===== src/logic/dcs_pkg.sv =====
// Purpose: shared constants and carriers of the channel status/irq block
// Assumes: nine channels, channel window of 0x100 bytes each
// Notes:   offsets are byte addresses inside one channel window
package dcs_pkg;
    // ------------------------------------------------------------
    // geometry and register map
    // ------------------------------------------------------------
    localparam int          NCH      = 9;
    localparam int          AW       = 12;
    localparam logic [7:0]  OFS_CDA  = 8'h18;    // current destination address
    localparam logic [7:0]  OFS_RBC  = 8'h1C;    // remaining byte count
    localparam logic [7:0]  OFS_IEN  = 8'h20;    // interrupt enable
    localparam logic [7:0]  OFS_IST  = 8'h24;    // interrupt status
    localparam logic [7:0]  OFS_CTL  = 8'h28;    // channel control/state
    localparam logic [31:0] RST_CDA  = 32'h0000_0000;
    localparam logic [15:0] RST_RBC  = 16'h0000;
    localparam logic [1:0]  RST_IEN  = 2'h1;
    localparam logic [1:0]  RST_IST  = 2'h0;
    localparam int          BIT_ABT  = 0;        // abort flag / enable
    localparam int          BIT_DONE = 1;        // done flag / enable
    localparam int          BIT_SRST = 0;        // control: soft reset
    localparam int          BIT_BUSY = 1;        // control: busy (RO)
    localparam int          BIT_HALT = 2;        // control: halted (RO)

    // ------------------------------------------------------------
    // types
    // ------------------------------------------------------------
    typedef enum logic [2:0] {
        ST_IDLE = 3'b001,
        ST_BUSY = 3'b010,
        ST_HALT = 3'b100
    } dcs_state_e;

    // events and updates from the transfer engine, one per channel
    typedef struct packed {
        logic        start;
        logic        done;
        logic        abort;
        logic        dest_we;
        logic [31:0] dest;
        logic        cnt_we;
        logic [15:0] cnt;
    } dcs_eng_s;

    // accepted register write toward one channel
    typedef struct packed {
        logic       ien_we;
        logic       ist_we;
        logic       ctl_we;
        logic [2:0] bits;
    } dcs_wr_s;

    // channel state seen by the bus and the interrupt logic
    typedef struct packed {
        logic [31:0] dest;
        logic [15:0] cnt;
        logic [1:0]  ien;
        logic [1:0]  flags;
        logic        busy;
        logic        halt;
        logic        irq;
    } dcs_view_s;
endpackage


===== src/logic/dcs_chan.sv =====
// Purpose: one channel: address/count view, enables, sticky flags, state
// Assumes: engine events are one-cycle pulses on CORE_CLK
// Notes:   a flag set in the cycle of its clear stays set
module dcs_chan
    import dcs_pkg::*;
(
    // clock and reset
    input  wire logic      clk,
    input  wire logic      rst,
    // engine side
    input  wire dcs_eng_s  eng,
    // register writes
    input  wire dcs_wr_s   wr,
    // state out
    output dcs_view_s      view
);
    dcs_state_e  state;
    logic [31:0] dest;
    logic [15:0] cnt;
    logic [1:0]  ien;
    logic [1:0]  flags;
    logic        irq;
    logic        srst;
    logic [1:0]  next_flags;

    // soft reset is a write-one strobe, nothing is stored
    assign srst = wr.ctl_we & wr.bits[BIT_SRST];

    // live destination address, zero until first update
    always_ff @(posedge clk or posedge rst) begin
        if (rst) begin
            dest <= RST_CDA;                         // RQ2
        end else if (eng.dest_we) begin
            dest <= eng.dest;                        // RQ1
        end
    end

    // remaining count; soft reset beats a load in the same cycle
    always_ff @(posedge clk or posedge rst) begin
        if (rst) begin
            cnt <= RST_RBC;
        end else if (srst) begin
            cnt <= RST_RBC;                          // RQ4
        end else if (eng.cnt_we) begin
            cnt <= eng.cnt;                          // RQ3
        end
    end

    // enable register
    always_ff @(posedge clk or posedge rst) begin
        if (rst) begin
            ien <= RST_IEN;                          // RQ7
        end else if (wr.ien_we) begin
            ien <= wr.bits[1:0];
        end
    end

    // sticky flags: write one clears, a new event wins over the clear
    always_comb begin
        next_flags = flags;
        if (wr.ist_we) begin
            next_flags = flags & ~wr.bits[1:0];      // RQ12
        end
        next_flags[BIT_DONE] = next_flags[BIT_DONE] | eng.done;   // RQ10
        next_flags[BIT_ABT]  = next_flags[BIT_ABT] | eng.abort;   // RQ11
    end

    always_ff @(posedge clk or posedge rst) begin
        if (rst) begin
            flags <= RST_IST;
        end else begin
            flags <= next_flags;
        end
    end

    // an abort parks the channel until software resets it
    always_ff @(posedge clk or posedge rst) begin
        if (rst) begin
            state <= ST_IDLE;
        end else begin
            case (state)
                ST_IDLE: begin
                    if (eng.abort) state <= ST_HALT;         // RQ13
                    else if (eng.start && !srst) state <= ST_BUSY;
                end
                ST_BUSY: begin
                    if (eng.abort) state <= ST_HALT;         // RQ13
                    else if (srst || eng.done) state <= ST_IDLE;
                end
                ST_HALT: begin
                    if (srst) state <= ST_IDLE;              // RQ13
                end
                default: state <= ST_IDLE;
            endcase
        end
    end

    // channel request, gated per cause by its enable
    always_ff @(posedge clk or posedge rst) begin
        if (rst) begin
            irq <= 1'b0;
        end else begin
            irq <= |(next_flags & ien);              // RQ5 RQ6 RQ14
        end
    end

    assign view = '{dest: dest, cnt: cnt, ien: ien, flags: flags,
                    busy: state[1], halt: state[2], irq: irq};  // one-hot bits, no decode
endmodule


===== src/logic/dcs_top.sv =====
// Purpose: status and interrupt registers of a nine-channel DMA controller
// Assumes: Avalon-MM slave, one wait state per access, CORE_CLK 20 MHz
// Notes:   channel window is 0x100 bytes; engine drives ENG_IN pulses
//
// Contract
// RQ1: destination address register read-only at 0x18
// RQ2: destination address reads zero after reset
// RQ3: remaining byte count bits 15:0 at 0x1C
// RQ4: soft reset clears the remaining count
// RQ5: done enable bit 1 gates done interrupt
// RQ6: abort enable bit 0 gates abort interrupt
// RQ7: enable register read/write at 0x20, resets 0x1
// RQ8: status register at 0x24, low half zero; the code keeps the flags in bits 1:0 and reads bits 31:2 as zero
// RQ9: registers replicated for channels zero to eight
// RQ10: done flag set when transfer finishes
// RQ11: abort flag set on bus error response
// RQ12: flags clear only on written one
// RQ13: abort stops channel until software reset
// RQ14: interrupt high while enabled flag set
//
// Our own choice: the Avalon-MM interface to the registers.
module dcs_top
    import dcs_pkg::*;
(
    // clock and reset
    input  wire logic                            CORE_CLK,
    input  wire logic                            RST,
    // avalon-mm slave
    input  wire logic [dcs_pkg::AW-1:0]          AVS_ADDRESS,
    input  wire logic                            AVS_READ,
    input  wire logic                            AVS_WRITE,
    input  wire logic [31:0]                     AVS_WRITEDATA,
    input  wire logic [3:0]                      AVS_BYTEENABLE,
    output logic [31:0]                          AVS_READDATA,
    output logic                                 AVS_WAITREQUEST,
    // transfer engine events, one entry per channel
    input  wire dcs_pkg::dcs_eng_s [dcs_pkg::NCH-1:0] ENG_IN,
    // interrupt and channel state
    output logic [dcs_pkg::NCH-1:0]              CH_IRQ,
    output logic [dcs_pkg::NCH-1:0]              CH_HALT,
    output logic                                 IRQ
);
    // ------------------------------------------------------------
    // bus slave
    // ------------------------------------------------------------
    dcs_view_s [NCH-1:0] view;
    dcs_wr_s   [NCH-1:0] wr;
    logic                ack;
    logic                req;
    logic                hit;
    logic [3:0]          ch;
    logic [7:0]          ofs;
    logic [31:0]         next_rdata;
    logic [NCH-1:0]      next_irq;

    assign req = AVS_READ | AVS_WRITE;
    assign ch  = AVS_ADDRESS[11:8];
    assign ofs = AVS_ADDRESS[7:0];
    // channel numbers above eight are unmapped
    assign hit = (ch < 4'(NCH));                    // RQ9

    // one wait state: ack rises the cycle after a request, for one cycle;
    // the registered answer keeps the read mux off the bus timing path
    always_ff @(posedge CORE_CLK or posedge RST) begin
        if (RST) begin
            ack <= 1'b0;
        end else begin
            ack <= req & ~ack;
        end
    end

    always_ff @(posedge CORE_CLK or posedge RST) begin
        if (RST) begin
            AVS_WAITREQUEST <= 1'b1;
        end else begin
            AVS_WAITREQUEST <= ~(req & ~ack);
        end
    end

    // read mux; reserved and unmapped locations read as zero
    always_comb begin
        next_rdata = 32'h0000_0000;
        if (hit && AVS_READ) begin
            case (ofs)
                OFS_CDA: next_rdata = view[ch].dest;                  // RQ1
                OFS_RBC: next_rdata = {16'h0000, view[ch].cnt};      // RQ3
                OFS_IEN: next_rdata = {30'h0, view[ch].ien};         // RQ7
                OFS_IST: next_rdata = {30'h0, view[ch].flags};       // RQ8
                OFS_CTL: next_rdata = {29'h0, view[ch].halt, view[ch].busy, 1'b0};
                default: next_rdata = 32'h0000_0000;
            endcase
        end
    end

    // data is sampled with the request and held until the next one
    always_ff @(posedge CORE_CLK or posedge RST) begin
        if (RST) begin
            AVS_READDATA <= 32'h0000_0000;
        end else if (req && !ack) begin
            AVS_READDATA <= next_rdata;
        end
    end

    // ------------------------------------------------------------
    // write strobes and channel instances
    // ------------------------------------------------------------
    // a write lands at the edge where waitrequest is seen low; only
    // byte lane 0 holds writable bits, so other lanes are ignored
    genvar gi;
    generate
        for (gi = 0; gi < NCH; gi++) begin : g_ch
            logic go;
            assign go = AVS_WRITE & ack & hit & (ch == 4'(gi)) & AVS_BYTEENABLE[0];
            assign wr[gi] = '{ien_we: go & (ofs == OFS_IEN),
                              ist_we: go & (ofs == OFS_IST),
                              ctl_we: go & (ofs == OFS_CTL),
                              bits:   AVS_WRITEDATA[2:0]};
            dcs_chan u_chan (
                .clk  (CORE_CLK),
                .rst  (RST),
                .eng  (ENG_IN[gi]),
                .wr   (wr[gi]),
                .view (view[gi])
            );
            assign CH_IRQ[gi]   = view[gi].irq;      // RQ14
            assign CH_HALT[gi]  = view[gi].halt;     // RQ13
            assign next_irq[gi] = |(view[gi].flags & view[gi].ien);
        end
    endgenerate

    // ------------------------------------------------------------
    // combined interrupt
    // ------------------------------------------------------------
    // follows the enabled flags by one cycle, a cycle behind CH_IRQ except after an enable write; kept as a flop so the
    // line into the interrupt controller never glitches
    always_ff @(posedge CORE_CLK or posedge RST) begin
        if (RST) begin
            IRQ <= 1'b0;
        end else begin
            IRQ <= |next_irq;                        // RQ14
        end
    end
endmodule


===== config.mk =====
export PLATFORM = sky130hd
export DESIGN_NAME = dcs_top
export DESIGN_NICKNAME = d
export VERILOG_FILES = /design/src/logic/dcs_pkg.sv /design/src/logic/dcs_chan.sv /design/src/logic/dcs_top.sv
export SDC_FILE = /design/constraint.sdc
export NUM_CORES = 1
export LEC_CHECK = 0
export ABC_AREA = 1
export BUFFER_PORTS_ARGS = -buffer_cell sky130_fd_sc_hd__buf_2
export CAP_MARGIN = 20
export CORE_ASPECT_RATIO = 0.6
export CORE_MARGIN = 8
export CORE_UTILIZATION = 25
export CTS_BUF_LIST = sky130_fd_sc_hd__clkbuf_4 sky130_fd_sc_hd__clkbuf_8
export DETAILED_ROUTE_END_ITERATION = 12
export GPL_ROUTABILITY_DRIVEN = 1
export HOLD_SLACK_MARGIN = 0.05
export SLEW_MARGIN = 40
export SYNTH_ARGS = -nofsm -noshare
export SYNTH_HDL_FRONTEND = slang
export SYNTH_SLANG_ARGS = --single-unit

===== constraint.sdc =====
create_clock -name CORE_CLK -period 60.8 [get_ports CORE_CLK]
set_input_delay 15.2 -clock CORE_CLK [delete_from_list [all_inputs] [get_ports CORE_CLK]]
set_output_delay 15.2 -clock CORE_CLK [all_outputs]
set_load 0.01 [all_outputs]

# After elaboration in Yosys (flattened, before gate mapping)
# Index checks and enable logic that the tools add are counted.
# Widths: inputs -> output; s select.
# op_classes
n_reduce_logical,59
n_eq_ne,67
n_bitwise,106
muxes,85
magnitude_cmp,2
# ops
op,n
$mux 16,18
$bmux 55 s4,1
$pmux 32 s5,1
$mux 3,45
$pmux 3 s3,9
$and 1x1->1,57
$mux 55,1
$and 2x2->2,27
$ne 3x2->1 const B,18
$mux 32,1
$eq 3x1->1 const B,9
$eq 3x2->1 const B,9
$eq 3x3->1 const B,9
$reduce_and 3->1,9
$eq 8x6->1 const B,3
$or 1x1->1,19
$mux 2,9
$ne 2x1->1 const B,9
$reduce_bool 2->1,9
$reduce_or 18->1,1
$reduce_or 2->1,9
$eq 4x3->1 const B,4
$eq 8x5->1 const B,2
$logic_and 1x1->1,11
10 further kinds,29
# totals
elab_cells,377
output_inout_bits,52
inputBits,529
regBits,539

# Depth between registers and ports, before layout
# Gate-level depths: netlist (run 1).
# depth
word_depth,11
depth_mapped,13
ltp_nobuf,12

# By module
# A second synthesis (run 1) with hierarchy kept.
# hier_totals
hier_cells,2559
hier_area_um2,26416.6
# by_module_without_submodules
mod,area_per_inst_um2,cells_each,seq_area_each_um2,n_inst
dcs_chan,2352.3,180,1403.8,9
dcs_top,5246.3,939,877.1,1

# Least setup slack after synthesis (run 1)
# No wires, ideal clock.
# synth_timing
kind,in2reg
from,input AVS_ADDRESS[9] (netlist name)
to,register g_ch[7].u_chan.cnt[15]
path_buffers,3
setup_slack_ns,44.168
t_required_ns,60.681
arrival_ns,16.513
cell_stages,10
setup_ns,0.119
path_cell_list,buf_6 -> nor2_8 -> nand2_1 -> a21oi_4 -> nand3_2 -> nor3_2 -> or2_1 -> buf_4 -> buf_6 -> o21ai_2
# synth_via
elab_chain_cells,7
elab_cells_between_ends,9
cone_classes,1 x order compare; 1 x eq/ne; 1 x mux; 5 x bitwise; 1 x reduce/logical
# synth_rtl
element,line_no,text
start: declaration,dcs_top.sv:29,"input wire logic [dcs_pkg::AW-1:0] AVS_ADDRESS,"
$lt 4x4->1,dcs_top.sv:60,assign hit = (ch < 4'(NCH));
$and 1x1->1,dcs_top.sv:113,assign go = AVS_WRITE & ack & hit & (ch == 4'(gi)) & AVS_BYTEENABLE[0];
$and 1x1->1 * (2 in series),dcs_top.sv:113,
$and 1x1->1 *,dcs_top.sv:116,"ctl_we: go & (ofs == OFS_CTL),"
$and 1x1->1 *,dcs_chan.sv:27,assign srst = wr.ctl_we & wr.bits[BIT_SRST];
$mux 16 or $reduce_bool 2->1 (tied branches),-,
end signal: assignment,dcs_chan.sv:45,cnt <= eng.cnt;
end: declaration,dcs_chan.sv:19,logic [15:0] cnt;
# Every way passes the cells marked *; elsewhere a longest branch is shown, timed or not.
# A chain may end at the register's enable or synchronous reset.

# Final worst setup path (run 1)
# layout_timing
from,input AVS_ADDRESS[9] (netlist name)
to,register g_ch[1].u_chan.cnt[11]
# layout_via
elab_chain_cells,7
elab_cells_between_ends,9
cone_classes,1 x order compare; 1 x eq/ne; 1 x mux; 5 x bitwise; 1 x reduce/logical
# layout_rtl
element,line_no
$lt 4x4->1,dcs_top.sv:60
$and 1x1->1,dcs_top.sv:113
$and 1x1->1 * (2 in series),dcs_top.sv:113
$and 1x1->1 *,dcs_top.sv:116
$and 1x1->1 *,dcs_chan.sv:27
$mux 16 or $reduce_bool 2->1 (tied branches),-
end signal: assignment,dcs_chan.sv:45
end: declaration,dcs_chan.sv:19
# Marked as above.

==> results_dict.tcl, run 1 <==
set metrics [dict create \
    core.rowCount 90 \
    power_density_mw_per_mm2 29.4 \
    grt_pass1_vias 23600 \
    numPortBuffers 547 \
    wl_um 110000 \
    required_ns 61.38 \
    drt_iter0_drc 2302 \
    via_per_inst 4.67 \
    synth_seq_cells 539 \
    synthTopCellsByCount "nand2_1 (819), dfrtp_1 (520), o21ai_0 (469)" \
    core_region_area_mm2 0.100 \
    crit_type "in -> reg" \
    ys_types 43 \
    hold_buffers 0 \
    finalHoldWorstSlack_ns 0.475 \
    die_h_um 262 \
    die_area_mm2 0.112 \
    dieWidth_um 427 \
    hold_end "AVS_READDATA[30]" \
    power.leakage_uw 0.0156 \
    drive_above_1_share 0.224 \
    synthesis.area_mm2 0.0253 \
    hold_depth 2 \
    syn_nets 3636 \
    rr_endpoint "g_ch[1].u_chan.cnt[11]" \
    start_util 0.252 \
    grt_max_degree 94 \
    tritoncts "done" \
    clk_path_buf_depth 3 \
    internal_power_uw 639 \
    ctsResizeCount 0 \
    synth_mux_area_frac 0.00668 \
    antenna_found_initial 36 \
    arrival_ns 18.78 \
    p_sw_frac 0.301 \
    hp-class "reg -> reg" \
    synth_seq_area_share 0.534 \
    numCtsBuffers 92 \
    h-tree-depth 3 \
    ys_async_sr_fraction 1.00 \
    crit_fanout 45 \
    grt_overflow_total 0 \
    finalHoldViolations 0 \
    ioPinCount 581 \
    yosysTopAreaCell "dfrtp_1" \
    avgSynthCellArea_um2 8.14 \
    total_power_uw 914 \
    first_pass_iters 5 \
    rrSetupSlack_ns 58.38 \
    root_buffer "clkbuf_8" \
    post-route-util 0.310 \
    yosysMostFrequentCell "nand2_1" \
    layout.nets 4117 \
    finalSetupViolations 0 \
    fin_crit_sh 0.299 \
    synthFlopType "dfrtp_1" \
    setup-tns-final_ns 0 \
    period_needed_ns 18.20 \
    cp-start-kind "input pin" \
    worstMarginPinSlew_ns 0.932 \
    hp-start "AVS_READDATA[30]" \
    synth_top_area_share 0.515 \
    synth.area.top_cells "dfrtp_1 (51%), nand2_1 (12%), o21ai_0 (9.3%)" \
    power.share.combinational 0.165 \
    worst_r2r_startpoint "ack" \
    synth-adder-area-share 0 \
    wire_per_inst_um 22.0 \
    crit_path_end_kind "flop" \
    grt_pass1_wl_um 160000 \
    post-dp-hpwl_um 83000 \
    rsz0062_at_grt "no" \
    syn2layout_area_growth_pct 23.1 \
    synth_xor_area_frac 0 \
    p_switching_uw 275 \
    insertion_delay_ns 0.75 \
    p_seq_frac 0.450 \
    synth-edff-count 0 \
    ant_nets 0 \
    cts_sinks 539 \
    vdd_drop_max_uv 15.1 \
    skew_ns 0.0274 \
    drv_slew 0 \
    relSlewSlack 0.372 \
    synth_simple_gate_area_frac 0.178 \
    synth_top_family_by_area "compound AO/OA/AOI/OAI gates" \
    maxClockFrequency_mhz 54.9 \
    drc 0 \
    grt.total_usage 0.192 \
    cap_violations 0 \
    reg2regPathDepth 7 \
    yosysWarnings 0 \
    clkPwrFrac 0.386 \
    gp_congestion 0.928 \
    clk_pin_slew_worst_paths_ns 0.06 \
    syn_inst 3107 \
    cts_setup_buffers 0 \
    status "finished, final reports clean" \
    vias 23400 \
    synth_compound_area_frac 0.180 \
]
==> worst max path at each step <==
| stage | slack [ns] | depth (start not counted) | start | endpoint |
|---|---|---|---|---|
| final | 42.60 | 11 | AVS_ADDRESS[9] | g_ch[1].u_chan.cnt[11] |
| after global routing | 42.47 | 11 | AVS_ADDRESS[9] | g_ch[1].u_chan.cnt[7] |
| after CTS | 42.68 | 11 | AVS_ADDRESS[9] | g_ch[1].u_chan.cnt[11] |
| after detailed placement | 41.87 | 11 | AVS_ADDRESS[9] | g_ch[1].u_chan.cnt[11] |
| after global placement | 41.90 | 11 | AVS_ADDRESS[9] | g_ch[1].u_chan.cnt[12] |
| after floorplan | 30.57 | 1 | RST | AVS_READDATA[0] |
==> per-stage QoR <==
stage	setup slack, ns	cells	instance area (um2)
2_1_floorplan	30.57	3107	25300
5_1_grt	42.47	5011	31100
3_5_place_dp	41.87	4828	29100
3_3_place_gp	41.90	4827	29100
6_report	42.60	5012	31100
4_1_cts	42.68	4989	31000
==> state kept, by name (all words and copies together), names as in the netlist <==
register / cells
g_ch.u_chan.dest: 288
g_ch.u_chan.cnt: 144
AVS_READDATA: 32
g_ch.u_chan.state: 27
g_ch.u_chan.flags: 18
g_ch.u_chan.ien: 18
g_ch.u_chan.irq: 9
AVS_WAITREQUEST: 1
IRQ: 1
ack: 1
==> final cells by class <==
cell class	instances	area, um2
antenna	23	57.6
inverter	449	1690
tap	1334	1670
sequential	539	13500
timing repair buffer	576	3010
multi-input combinational	1930	9260
clock buffer	143	1760
clock inverter	18	160
fill	10700	69200
==> cell usage in the layout (no fill, tap or decap), types with 38 or more instances in the layout <==
cell type	n
clkbuf_8	110
nand2_1	818
nand3_1	150
a21oi_1	93
buf_2	544
dfrtp_1	520
o21ai_1	38
nor2_1	69
inv_1	435
o22ai_1	145
o21ai_0	457
==> worst max-delay path, cell delays in order <==
cell and delay [ns]:
buf_2 0.09, buf_4 0.23, inv_2 0.42, nand2_4 0.44, buf_4 0.48, o21ai_1 0.26, nand3_1 0.11, nor2_2 0.28
nand3_2 0.45, nand2_1 0.59, o21ai_0 0.16
==> power by group through the flow <==
| stage | combinational [uW] | clock, uW | sequential, uW |
|---|---|---|---|
| finish | 151 | 352 | 411 |
| global route | 171 | 380 | 415 |
| CTS | 151 | 364 | 411 |
| detailed placement | 151 | 0 | 417 |
| global placement | 147 | 0 | 416 |
| floorplan | 95.1 | 0 | 414 |
==> logic make-up (layout without fill, tap and decap cells) <==
| kind of cell | after synthesis | after routing |
|---|---|---|
| buffers and inverters | 638 | 1186 |
| multiplexers | 15 | 15 |
| AND/OR/NAND/NOR | 1094 | 1094 |
| AO/OA/AOI/OAI | 821 | 821 |
| other | 0 | 23 |
| flip-flops | 539 | 539 |
==> metal layers <==
metal / vias to the layer above / track usage / share of wire
met3: 153 / 0.0489 / 0.075
li1: 11000 / - / -
met4: 4 / 0.0534 / 0.023
met1: 11300 / 0.281 / 0.48
met5: - / 0 / 0.00024
met2: 893 / 0.277 / 0.43
No activity file was read; power rests on OpenSTA's default activity.
==> run 2: changes to the inputs <==
Clock period 60.8 ns to 15.7 ns, I/O delays scaled along.
==> run 2 against run 1 <==
Sequential share of layout area shrank 0.13 points. Worst setup slack lost 34 ns. Register-to-register slack lost 45 ns. Clock skew grew 0.024 ns.
==> results_dict.tcl, run 2 (synthesis gave the netlist of run 1 again) <==
set metrics [dict create \
    hp-class "reg -> reg" \
    reg2regPathDepth 7 \
    antenna_found_initial 35 \
    via_per_inst 4.71 \
    maxClockFrequency_mhz 142 \
    setup-tns-final_ns 0 \
    largest_register "g_ch.u_chan.dest" \
    hold_buffers 0 \
    die_h_um 262 \
    power.leakage_uw 0.0156 \
    ant_nets 0 \
    post-dp-hpwl_um 82100 \
    arrival_ns 7.61 \
    hold_depth 2 \
    grt_overflow_total 0 \
    insertion_delay_ns 0.76 \
    numCtsBuffers 91 \
    period_needed_ns 7.02 \
    wl_um 111000 \
    relSlewSlack 0.373 \
    rrSetupSlack_ns 13.29 \
    crit_fanout 45 \
    die_area_mm2 0.112 \
    cts_setup_buffers 0 \
    reg_top3 "g_ch.u_chan.dest: 288 flops, g_ch.u_chan.cnt: 144 flops, AVS_READDATA: 32 flops" \
    rsz0062_at_grt "no" \
    grt_max_degree 145 \
    grt_pass1_vias 23200 \
    drt_iter0_drc 2117 \
    status "finished, final reports clean" \
    ioPinCount 581 \
    finalHoldViolations 0 \
    crit_top_cell "buf_4" \
    start_util 0.252 \
    cts_sinks 539 \
    crit_path_end_kind "flop" \
    crit_path_end "g_ch[1].u_chan.cnt[10]" \
    drive_above_1_share 0.225 \
    worstMarginPinSlew_ns 0.931 \
    dieWidth_um 427 \
    grt.total_usage 0.191 \
    largest_reg_flops 288 \
    clk_path_buf_depth 3 \
    numPortBuffers 547 \
    crit_type "in -> reg" \
    layout.nets 4118 \
    worst_r2r_startpoint "ack" \
    required_ns 16.29 \
    cp-start-kind "input pin" \
    layout_commonest_cell "nand2_1" \
    ctsResizeCount 0 \
    rr_endpoint "g_ch[1].u_chan.cnt[10]" \
    total_power_uw 3550 \
    path_cells "buf_2 > buf_4 > inv_2 > nand2_4 > buf_4 > o21ai_1 > nand3_1 > nor2_2 > nand3_2 > nand2_1 > o21ai_0" \
    first_pass_iters 6 \
    clk_pin_slew_worst_paths_ns 0.07 \
    fin_crit_sh 0.447 \
    vias 23600 \
    core.rowCount 90 \
    skew_ns 0.0515 \
    crit_start "AVS_ADDRESS[9]" \
    power_density_mw_per_mm2 114 \
    cap_violations 0 \
    tritoncts "done" \
    hp-start "AVS_READDATA[16]" \
    drv_slew 0 \
    finalSetupViolations 0 \
    gp_congestion 0.910 \
    core_region_area_mm2 0.100 \
    syn2layout_area_growth_pct 23.5 \
    root_buffer "clkbuf_8" \
    post-route-util 0.311 \
    wire_per_inst_um 22.1 \
    mostFrequentLayoutCells "nand2_1 (818), buf_2 (544), dfrtp_1 (520), o21ai_0 (456), inv_1 (435)" \
    h-tree-depth 3 \
    grt_pass1_wl_um 159000 \
    cpMaxStageDelayCell "nand2_1" \
    drc 0 \
    slowest_delay_ns 0.59 \
    vdd_drop_max_uv 55.4 \
]
==> run 2: changes by cell type in the layout (fill, tap and decap cells not counted), sizes merged <==
cell and change:
inv +1, diode -6, buf +2, clkbuf +1, clkinv +1, clkinvlp +2
==> run 2: layout make-up <==
type / instances / area, um2
repair buffers: 578 / 3090
inverters: 449 / 1690
clock inverters: 22 / 200
fillers: 10700 / 69100
flip-flops and latches: 539 / 13500
multi-input cells: 1930 / 9260
clock buffers: 144 / 1750
diodes: 17 / 42.5
well taps: 1334 / 1670
==> run 2: metal layers <==
metal | wire [um] | part of all wire | track usage | vias up
met4 | 2530 | 0.023 | 0.0530 | 0
met1 | 52400 | 0.47 | 0.283 | 11500
met5 | 0 | 0 | 0 | -
li1 | - | - | - | 11000
met3 | 8630 | 0.078 | 0.0448 | 141
met2 | 47100 | 0.43 | 0.275 | 955
==> run 2: worst min path at each step <==
stage | end | slack, ns
after floorplan | g_ch[0].u_chan.irq | 0.44
after global placement | AVS_READDATA[31] | 0.46
after detailed placement | AVS_READDATA[22] | 0.46
after CTS | AVS_READDATA[16] | 0.48
after global routing | AVS_READDATA[20] | 0.50
final | AVS_READDATA[16] | 0.48
==> run 2: stage by stage <==
| step | cells | cell area [um2] | setup slack, ns | hold slack [ns] |
|---|---|---|---|---|
| floorplan | 3107 | 25300 | 4.46 | 0.442 |
| global placement | 4825 | 29100 | 7.99 | 0.460 |
| detailed placement | 4828 | 29200 | 7.97 | 0.462 |
| CTS | 4994 | 31100 | 8.84 | 0.482 |
| global route | 5011 | 31200 | 8.54 | 0.496 |
| finish | 5013 | 31200 | 8.68 | 0.478 |
==> run 2: report_power, final <==
part           switching, uW  internal, uW
sequential              60.9          1530
combinational            384           201
clock                    631           746
==> run 2: critical path, delay by kind of cell <==
kind / cells / cell delay, ns
simple gates: 5 / 1.89
buf+inv: 4 / 1.23
compound gates: 2 / 0.42
==> run 3: changes to the inputs <==
Clock period 15.7 ns to 6.4 ns, I/O delays scaled along.
==> run 3 against run 2 <==
Sequential power up 150%. Final area up 0.46%. Largest cell class unchanged. Worst setup slack worse by 6.3 ns. Critical path type unchanged. Wire length about the same. Clock-buffer cell count up 3. Clock skew up 0.018 ns. Non-clock buffer count up 5. Die area unchanged. Global-route usage about the same. Core utilization up 0.14 points.
==> results_dict.tcl, run 3 (synthesis gave the netlist of run 1 again) <==
set metrics [dict create \
    power_density_mw_per_mm2 283 \
    post-dp-hpwl_um 83000 \
    insertion_delay_ns 0.79 \
    hold_buffers 0 \
    status "finished, final reports clean" \
    layout_commonest_cell "nand2_1" \
    core.rowCount 90 \
    rrSetupSlack_ns 4.01 \
    wire_per_inst_um 22.0 \
    first_pass_iters 6 \
    antenna_found_initial 35 \
    dp_slack_ns 1.58 \
    path_cells "buf_2 > inv_2 > nand2_4 > o21ai_1 > nand3_1 > nor2_2 > nand3_2 > nand2_1 > o21ai_0" \
    worst_r2r_startpoint "ack" \
    crit_path_end_kind "flop" \
    root_buffer "clkbuf_8" \
    largest_reg_flops 288 \
    arrival_ns 4.65 \
    fin_crit_sh 0.635 \
    die_h_um 262 \
    numCtsBuffers 93 \
    grt_overflow_total 0 \
    required_ns 6.99 \
    h-tree-depth 3 \
    grt_max_degree 117 \
    period_needed_ns 4.06 \
    cts_setup_buffers 0 \
    ctsResizeCount 0 \
    cap_violations 0 \
    relSlewSlack 0.365 \
    grt.total_usage 0.191 \
    syn2layout_area_growth_pct 24.0 \
    finalHoldWorstSlack_ns 0.475 \
    total_power_uw 8880 \
    skew_ns 0.0691 \
    ant_nets 0 \
    via_per_inst 4.72 \
    finalSetupViolations 0 \
    gp_congestion 0.933 \
    reg_top3 "g_ch.u_chan.dest: 288 flops, g_ch.u_chan.cnt: 144 flops, AVS_READDATA: 32 flops" \
    slowest_delay_ns 0.61 \
    crit_fanout 44 \
    maxClockFrequency_mhz 246 \
    mostFrequentLayoutCells "nand2_1 (818), buf_2 (544), dfrtp_1 (520), o21ai_0 (460), inv_1 (435)" \
    tritoncts "done" \
    crit_start "AVS_ADDRESS[8]" \
    dieWidth_um 427 \
    wl_um 111000 \
    grt_pass1_wl_um 159000 \
    clk_pin_slew_worst_paths_ns 0.06 \
    crit_type "in -> reg" \
    numPortBuffers 547 \
    drv_slew 0 \
    post-route-util 0.312 \
    cp-start-kind "input pin" \
    hp-class "reg -> reg" \
    largest_register "g_ch.u_chan.dest" \
    rsz0062_at_grt "no" \
    drt_iter0_drc 2344 \
    cpMaxStageDelayCell "nand2_1" \
    ioPinCount 581 \
    worstMarginPinSlew_ns 0.943 \
    cts_sinks 539 \
    drc 0 \
    finalHoldViolations 0 \
    vias 23700 \
    power.leakage_uw 0.0157 \
    core_region_area_mm2 0.100 \
    vdd_drop_max_uv 142 \
    drive_above_1_share 0.227 \
    fin_cells 5028 \
    dp_cells 4835 \
    clk_path_buf_depth 3 \
    grt_pass1_vias 23500 \
    die_area_mm2 0.112 \
    start_util 0.252 \
    layout.nets 4125 \
    setup_ws_ns 2.34 \
    hp-start "AVS_READDATA[31]" \
]
run 3: routing by layer:
metal / up-vias / wire length [um] / track usage
met5: - / 11 / 0
met4: 2 / 3650 / 0.0707
met3: 168 / 8450 / 0.0493
met2: 944 / 46700 / 0.271
met1: 11600 / 51800 / 0.276
li1: 11100 / - / -
run 3: power by group:
part	internal, uW	total (uW)	leakage [uW]	switching [uW]
Sequential	3760	3910	0.00654	150
Combinational	494	1440	0.00806	942
Clock	1950	3540	0.00108	1590
Total	6200	8880	0.0157	2680
run 3: worst paths after layout:
path	to	cells after the start
min	AVS_READDATA[31]	2
max	g_ch[1].u_chan.cnt[7]	9
min reg2reg	AVS_READDATA[31]	2
max in group asynchronous	g_ch[1].u_chan.cnt[9]	5
min in group asynchronous	g_ch[6].u_chan.dest[9]	2
max reg2reg	g_ch[1].u_chan.cnt[7]	7
run 3: layout make-up:
class                   count  area, um2
fillers                 10700      69000
flip-flops and latches    539      13500
multi-input cells        1930       9270
repair buffers            583       3110
clock buffers             147       1800
inverters                 449       1690
well taps                1334       1670
clock inverters            20        246
diodes                     26       65.1
run 3: metrics by stage:
| step | TNS, ns | instance area (um2) |
|---|---|---|
| global placement | 0 | 29200 |
| floorplan | -1316.37 | 25300 |
| detailed placement | 0 | 29200 |
| global route | 0 | 31300 |
| finish | 0 | 31400 |
| CTS | 0 | 31300 |
run 3: worst max-delay path, delay by kind of cell:
family	cells	cell delay (ns)
AO/OA/AOI/OAI	2	0.53
buffers and inverters	2	0.57
AND/OR/NAND/NOR	5	1.90
